===== src/shared/scau_cfg.svh =====
// Constants for the signed 16-bit compare and arithmetic unit
`ifndef SCAU_CFG_SVH
`define SCAU_CFG_SVH

`define SCAU_WORD_W       16
`define SCAU_DWORD_W      32
`define SCAU_SIGN_BIT     15
`define SCAU_DSIGN_BIT    31
`define SCAU_DIGIT_W      3
`define SCAU_STEP_W       8
`define SCAU_STEPS        256
`define SCAU_DIGITS_WORD  3'h0
`define SCAU_DIGITS_ONE   3'h1
`define SCAU_DIGITS_TWO   3'h2
`define SCAU_DIGITS_THREE 3'h3
`define SCAU_MASK_ONE     16'h000f
`define SCAU_MASK_TWO     16'h00ff
`define SCAU_MASK_THREE   16'h0fff
`define SCAU_MASK_FULL    16'hffff
`define SCAU_ERR_RESET    1'h0
`define SCAU_EDGE_RESET   1'h0
`define SCAU_LATENCY      1

`endif


===== src/shared/scau_pkg.sv =====
// Types for the signed 16-bit compare and arithmetic unit
package scau_pkg;

  typedef enum logic [2:0] {
    SCAU_OP_CMP = 3'h0,
    SCAU_OP_ADD = 3'h1,
    SCAU_OP_SUB = 3'h2,
    SCAU_OP_MUL = 3'h3,
    SCAU_OP_DIV = 3'h4
  } scau_op_type;

  typedef enum logic [2:0] {
    SCAU_CND_EQ = 3'h0,
    SCAU_CND_NE = 3'h1,
    SCAU_CND_GT = 3'h2,
    SCAU_CND_LE = 3'h3,
    SCAU_CND_LT = 3'h4,
    SCAU_CND_GE = 3'h5
  } scau_cond_type;

  typedef enum logic [1:0] {
    SCAU_FORM_LINE     = 2'h0,
    SCAU_FORM_SERIES   = 2'h1,
    SCAU_FORM_PARALLEL = 2'h2
  } scau_form_type;

  typedef struct packed {
    scau_op_type   op;
    scau_cond_type cond;
    scau_form_type form;
    logic          three_op;
    logic          pulse;
    logic [2:0]    s1_digits;
    logic [2:0]    s2_digits;
    logic [2:0]    d_digits;
    logic [15:0]   first_source;
    logic [15:0]   second_source;
    logic [31:0]   dst;
  } scau_req_type;

  typedef struct packed {
    logic        contact;
    logic        dst_we;
    logic        dst_wide;
    logic [31:0] dst_data;
  } scau_res_type;

endpackage : scau_pkg


===== src/design/scau_digit_mask.sv =====
// Keeps the low nibble groups of a bit-device operand selected by a digit count
`timescale 1ns/1ps
`include "scau_cfg.svh"

module scau_digit_mask
  import scau_pkg::*;
(
  // Operand
  input  wire logic [2:0]  digits_in,
  input  wire logic [15:0] data_in,
  // Masked operand
  output logic      [15:0] data_out
);

  logic [15:0] mask;

  always_comb begin
    case (digits_in)
      `SCAU_DIGITS_ONE:   mask = `SCAU_MASK_ONE;
      `SCAU_DIGITS_TWO:   mask = `SCAU_MASK_TWO;
      `SCAU_DIGITS_THREE: mask = `SCAU_MASK_THREE;
      default:            mask = `SCAU_MASK_FULL;
    endcase
  end

  assign data_out = data_in & mask;

endmodule : scau_digit_mask


===== src/design/scau_core.sv =====
// Signed 16-bit comparison, add, subtract, multiply and divide unit
// Functional notes
// - Comparisons treat both operands as signed, top bit set means negative.
// - Six conditions: equal, not equal, greater, less-equal, less, greater-equal.
// - Each condition comes as line start, series and parallel forms.
// - A comparison result acts as a normally-open contact.
// - Line and parallel forms run every scan; series only after an ON contact.
// - Addition past the largest positive value wraps to negative.
// - Subtraction below the most negative value wraps to positive.
// - Addition: destination plus source, or first plus second source.
// - Subtraction: destination minus source, or first minus second source.
// - No carry or borrow indication exists.
// - Add and subtract values span signed 16 bits, sign in bit 15.
// - Multiplication writes the signed product of both sources.
// - A bit-group product destination fills from its lowest bit.
// - Ordinary sign rules; quotient truncates to zero, remainder has dividend sign.
// - Digit counts select nibble groups from bit zero, four covering 16 bits.
// - The product is 32-bit signed with sign in bit 31.
// - Word division stores quotient low and remainder high.
// - A zero divisor sets the operation error flag.
`timescale 1ns/1ps
`include "scau_cfg.svh"

module scau_core
  import scau_pkg::*;
(
  // Clock and reset
  input  wire logic                   core_clk_in,
  input  wire logic                   rst_in,
  // Step request from the scan engine
  input  wire logic                   step_valid_in,
  input  wire logic [7:0]             step_idx_in,
  input  wire scau_req_type           req_in,
  input  wire logic                   exec_cond_in,
  input  wire logic                   prior_in,
  input  wire logic                   err_clr_in,
  // Step result
  output logic                        done_out,
  output scau_res_type                res_out,
  output logic                        operation_error_flag_out
);

  logic [15:0]  s1_m;
  logic [15:0]  s2_m;
  logic [15:0]  narrow_m;
  logic [15:0]  narrow_raw;
  logic         cmp_hit;
  logic         edge_prev;
  logic         run_arith;
  logic [15:0]  sum;
  logic [15:0]  diff;
  logic [31:0]  prod;
  logic [15:0]  quot;
  logic [15:0]  rem;
  logic [15:0]  divisor;
  logic         div_zero;

  logic         done_q;
  logic         done_d;
  scau_res_type res_q;
  scau_res_type res_d;
  logic         err_q;
  logic         err_d;
  logic [`SCAU_STEPS-1:0] edge_mem_q;
  logic [`SCAU_STEPS-1:0] edge_mem_d;

  scau_digit_mask u_mask_s1 (
    .digits_in (req_in.s1_digits),
    .data_in   (req_in.first_source),
    .data_out  (s1_m)
  );

  scau_digit_mask u_mask_s2 (
    .digits_in (req_in.s2_digits),
    .data_in   (req_in.second_source),
    .data_out  (s2_m)
  );

  scau_digit_mask u_mask_dst (
    .digits_in (req_in.d_digits),
    .data_in   (narrow_raw),
    .data_out  (narrow_m)
  );

  // Signed relation between first and second source
  always_comb begin
    case (req_in.cond)
      SCAU_CND_EQ: cmp_hit = (s1_m == s2_m);
      SCAU_CND_NE: cmp_hit = (s1_m != s2_m);
      SCAU_CND_GT: cmp_hit = ($signed(s1_m) >  $signed(s2_m));
      SCAU_CND_LE: cmp_hit = ($signed(s1_m) <= $signed(s2_m));
      SCAU_CND_LT: cmp_hit = ($signed(s1_m) <  $signed(s2_m));
      SCAU_CND_GE: cmp_hit = ($signed(s1_m) >= $signed(s2_m));
      default:     cmp_hit = 1'b0;
    endcase
  end

  // Arithmetic datapath, all results wrap with no carry kept
  always_comb begin
    if (req_in.three_op) begin
      sum  = s1_m + s2_m;
      diff = s1_m - s2_m;
    end else begin
      sum  = req_in.dst[15:0] + s1_m;
      diff = req_in.dst[15:0] - s1_m;
    end
    // Sign-extend first so the low 32 bits hold the signed product
    prod     = {{16{s1_m[15]}}, s1_m} * {{16{s2_m[15]}}, s2_m};
    div_zero = (s2_m == 16'h0000);
    divisor  = div_zero ? 16'h0001 : s2_m;
    quot     = 16'($signed(s1_m) / $signed(divisor));
    rem      = 16'($signed(s1_m) % $signed(divisor));
  end

  assign edge_prev = edge_mem_q[step_idx_in];
  assign run_arith = exec_cond_in && !(req_in.pulse && edge_prev);

  always_comb begin
    case (req_in.op)
      SCAU_OP_ADD: narrow_raw = sum;
      SCAU_OP_SUB: narrow_raw = diff;
      SCAU_OP_MUL: narrow_raw = prod[15:0];
      SCAU_OP_DIV: narrow_raw = quot;
      default:     narrow_raw = 16'h0000;
    endcase
  end

  // Next result, error flag and pulse edge memory
  always_comb begin
    done_d           = step_valid_in;
    res_d            = res_q;
    res_d.dst_we     = 1'b0;
    err_d            = err_q & ~err_clr_in;
    edge_mem_d       = edge_mem_q;
    if (step_valid_in) begin
      res_d.dst_wide = 1'b0;
      if (req_in.op == SCAU_OP_CMP) begin
        case (req_in.form)
          SCAU_FORM_SERIES:   res_d.contact = prior_in && cmp_hit;
          SCAU_FORM_PARALLEL: res_d.contact = prior_in || cmp_hit;
          default:            res_d.contact = cmp_hit;
        endcase
      end else begin
        edge_mem_d[step_idx_in] = exec_cond_in;
        if (run_arith) begin
          if (req_in.op == SCAU_OP_DIV && div_zero) begin
            err_d = 1'b1;
          end else begin
            res_d.dst_we = 1'b1;
            if (req_in.d_digits != `SCAU_DIGITS_WORD) begin
              res_d.dst_data = {16'h0000, narrow_m};
            end else if (req_in.op == SCAU_OP_MUL) begin
              res_d.dst_wide = 1'b1;
              res_d.dst_data = prod;
            end else if (req_in.op == SCAU_OP_DIV) begin
              res_d.dst_wide = 1'b1;
              res_d.dst_data = {rem, quot};
            end else begin
              res_d.dst_data = {16'h0000, narrow_raw};
            end
          end
        end
      end
    end
  end

  always_ff @(posedge core_clk_in) begin
    if (rst_in) begin
      done_q     <= 1'b0;
      res_q      <= '0;
      err_q      <= `SCAU_ERR_RESET;
      edge_mem_q <= '0;
    end else begin
      done_q     <= done_d;
      res_q      <= res_d;
      err_q      <= err_d;
      edge_mem_q <= edge_mem_d;
    end
  end

  assign done_out                 = done_q;
  assign res_out                  = res_q;
  assign operation_error_flag_out = err_q;

  logic cmp_word;
  logic arith_word;
  assign cmp_word   = step_valid_in && req_in.op == SCAU_OP_CMP
                      && req_in.s1_digits == 3'h0 && req_in.s2_digits == 3'h0;
  assign arith_word = step_valid_in && req_in.op != SCAU_OP_CMP
                      && req_in.d_digits == 3'h0 && req_in.s1_digits == 3'h0
                      && req_in.s2_digits == 3'h0;
endmodule : scau_core


===== config.mk =====
export PLATFORM = sky130hd
export DESIGN_NAME = scau_core
export DESIGN_NICKNAME = d
export VERILOG_FILES = /design/src/shared/scau_pkg.sv /design/src/design/scau_digit_mask.sv /design/src/design/scau_core.sv
export VERILOG_INCLUDE_DIRS = /design/src /design/src/shared
export SDC_FILE = /design/constraint.sdc
export NUM_CORES = 2
export LEC_CHECK = 0
export BUFFER_PORTS_ARGS = -buffer_cell sky130_fd_sc_hd__buf_2
export CORE_MARGIN = 4
export CORE_UTILIZATION = 40
export CTS_CLUSTER_DIAMETER = 50
export DETAILED_ROUTE_END_ITERATION = 7
export PLACE_DENSITY = 0.53
export SLEW_MARGIN = 10
export SYNTH_ARGS = -nofsm -noshare
export SYNTH_HDL_FRONTEND = slang
export SYNTH_HIERARCHICAL = 1
export SYNTH_SLANG_ARGS = --single-unit

===== constraint.sdc =====
create_clock -name core_clk_in -period 59 [get_ports core_clk_in]
set_input_delay 5.9 -clock core_clk_in [delete_from_list [all_inputs] [get_ports core_clk_in]]
set_output_delay 5.9 -clock core_clk_in [all_outputs]
set_load 0.01 [all_outputs]

==> flow_summary_export.csv <==
group,metric,value,unit
detailed_routing,wl_per_cell,24.4,um
synthesis,synth_area_leaders,"dfxtp_1 16%, fa_1 15%, ha_1 10%",
timing,fin_crit,49.33,ns
detailed_routing,drtPass1Iterations,6,
finish,syn2layout_area_growth,8.87,%
flow_run,drv_cap,0,
cts,cts_resized,0,
setup_path,crit_buf_inv,12,
detailed_routing,num_vias,34300,
cts,cts.sinks,293,
synthesis,ys_dominant_reg_cell,"dfxtp_1",
timing,timing.final.crit_share,83.6,%
setup_path,worstPathArrival,49.74,ns
synthesis,syn_inst,4468,
timing,timing.final.ws_setup,9.67,ns
floorplanning,fp.dieW,308,um
floorplanning,initial_core_util,40.4,%
synthesis,yosysUniqueCellTypes,101,
floorplanning,io_pins,134,
synthesis,synth_fp_nets,5118,
cts,postCtsSetupRepairBufs,0,
synthesis,ys_ff_latch,293,
global_routing,grt_max_degree,104,
global_routing,grt_use_total,28.5,%
placed_design,place_inst,5563,
timing,drv_slew,0,
power,leakagePower,15.9,nW
timing,whs,0.451,ns
setup_path,cpPeakStageDelay,1.00,ns
finish,final_cells,5644,
cts,cts_root_buffer,"clkbuf_16",
global_routing,gr-total-overflow,0,
finish,n_fill_cell,8953,
cts,ctsHoldBuffers,0,
finish,multi_input_area,27600,sq um
cts,clkSlewWorstSetupHoldPaths,0.06,ns
setup_path,worstSetupPathType,"in -> reg",
cts,tritoncts,"yes",
timing,slew_headroom,10.8,%
placed_design,io_buffers,117,
placed_design,pre_cts_ws,10.23,ns
synthesis,synth_enable_flop_cells,0,
synthesis,async_reset_ff_share,0,%
timing,fmax,20.3,MHz
cts,worstSkewPairLatency,0.58,ns
min_path,min_path_type,"reg -> reg",
cts,cts_buffers,40,
detailed_routing,drt-vias-per-instance,6.08,
detailed_routing,drc,0,
outcome,outcome,"finished, final reports clean",
setup_path,crit_fanout,28,
detailed_routing,drtIter0Drc,3706,
synthesis,yosys-top-cells-count,"442 x a21oi_1, 365 x inv_1, 364 x o21ai_0",
global_routing,grt_pass1_vias,32600,
timing,hold_viol,0,
finish,drive_gt1_share,10.9,%
global_routing,antenna_found_initial,17,
cts,cts_htree_levels,2,
placed_design,post-dp-hpwl,98700,um
synthesis,yosysWarnings,6,
synthesis,yosysTopAreaCell,"dfxtp_1",
floorplanning,row_count,109,
timing,worst_pin_slew,1.33,ns
timing,clock-skew-final,0.0260,ns
detailed_routing,ant_nets,0,
setup_path,startpoint_type,"input pin",
power,powerDensity,53.5,nW/um^2
synthesis,synthDominantCellAreaShare,16.3,%
power,max-vdd-ir-drop,0.0000651,V
finish,seq_area,5870,sq um
synthesis,post-synth-top-count-cell,"a21oi_1",
synthesis,syn_area,35900,sq um
finish,final_nets,5091,
timing,timing.setup.tns,0,ns
floorplanning,core,88800,sq um
detailed_routing,wl,138000,um
timing,rsz0062_at_grt,"no",
setup_path,crit_required,59.41,ns
synthesis,postSynthAreaPerCell,8.04,sq um
floorplanning,die-area,94600,sq um
timing,finalSetupViolCount,0,
global_routing,grt_first_pass_wirelength,207000,um
setup_path,cpMostUsedCell,"ha_1",
floorplanning,die_h,308,um
setup_path,cpMaxStageDelayCell,"a2111oi_4",
setup_path,endpoint_kind,"flip-flop",
cts,cts_buffer_depth,3,
placed_design,gp_congestion,0.952,
synthesis,yosysSeqAreaShare,16.3,%
setup_path,crit_family,"compound AO/OA/AOI/OAI gates",
## sequential cells by signal, summed over array words and instances, names as in the netlist
signal                    flops
res_out                      35
done_out                      1
operation_error_flag_out      1
edge_mem_q                  256
## where the power goes
part	leakage, nW	internal [mW]	total, mW	switching, mW
sequential	2.36	0.200	0.201	0.00116
combinational	12.9	0.611	1.63	1.02
clock	0.685	0.156	0.260	0.105
total	15.9	0.966	2.09	1.13
## stage by stage
stage	util, %	cell area (sq um)	total power [mW]
after floorplan	-	35900	1.36
after global placement	42.4	37700	1.80
after detailed placement	42.4	37700	1.80
after CTS	44.0	39100	2.07
after global routing	44.0	39100	2.26
final	44.0	39100	2.09
## tightest hold or removal path, delay by kind of cell (launching register included)
family / cells / cell delay (ns)
compound gates: 1 / 0.05
simple gates: 1 / 0.05
flops: 1 / 0.30
## final timing paths
| check | endpoint | from | cells past startpoint | slack (ns) |
|---|---|---|---|---|
| hold / removal | res_out[7] | res_out[7] | 2 | 0.45 |
| setup / recovery | res_out[23] | req_in[68] | 143 | 9.67 |
| hold reg to reg | res_out[7] | res_out[7] | 2 | 0.45 |
| setup reg to reg | res_out[16] | edge_mem_q[207] | 11 | 53.42 |
## layout by cell type, fill, tap and decap left out, types with 14 or more instances in the layout
cell,count
a22oi_1,16
nor3_1,77
xor2_1,65
and2_1,46
buf_2,113
mux2i_1,19
o21a_1,52
o21ai_0,362
a31oi_1,25
nand3_1,317
buf_4,98
clkbuf_16,40
a41oi_1,15
inv_1,365
nor2_1,314
o31ai_1,30
ha_1,287
o22ai_1,19
xnor2_1,125
a21oi_1,442
mux4_2,85
mux2_2,34
nand2_1,347
dfxtp_1,293
a211oi_1,29
nor2b_1,41
o221ai_1,15
o211ai_1,31
or2_2,17
nand2b_1,39
nand4_1,31
fa_1,266
and3_1,14
o21bai_1,17
a21o_1,48
or3_1,33
a21boi_0,18
## kinds of logic after synthesis
| family | Yosys count | share of synthesized area [%] |
|---|---|---|
| flip-flops | 293 | 16.3 |
| AO/OA/AOI/OAI | 1269 | 21.8 |
| multiplexers | 138 | 6.93 |
| XOR/XNOR | 191 | 4.66 |
| AND/OR/NAND/NOR | 1362 | 18.3 |
| buffers and inverters | 662 | 7.18 |
| adder cells (fa/ha/maj) | 553 | 24.8 |
## per-layer routing
metal | wire length [um] | GRT usage [%] | part of all wire [%]
met3 | 11500 | 4.79 | 8.3
met4 | 4390 | 7.86 | 3.2
met2 | 60100 | 43.7 | 44
met5 | 55 | 0 | 0.040
met1 | 62000 | 41.3 | 45
## cell type report
type / instances / area share (%)
Multi-Input combinational cell: 3513 / 70.6
Tap cell: 1165 / 3.73
Clock buffer: 51 / 2.79
Clock inverter: 21 / 0.822
Antenna cell: 8 / 0.0512
Inverter: 380 / 3.65
Timing Repair Buffer: 213 / 3.40
Sequential cell: 293 / 15.0
(Power assumes the default switching activity.)
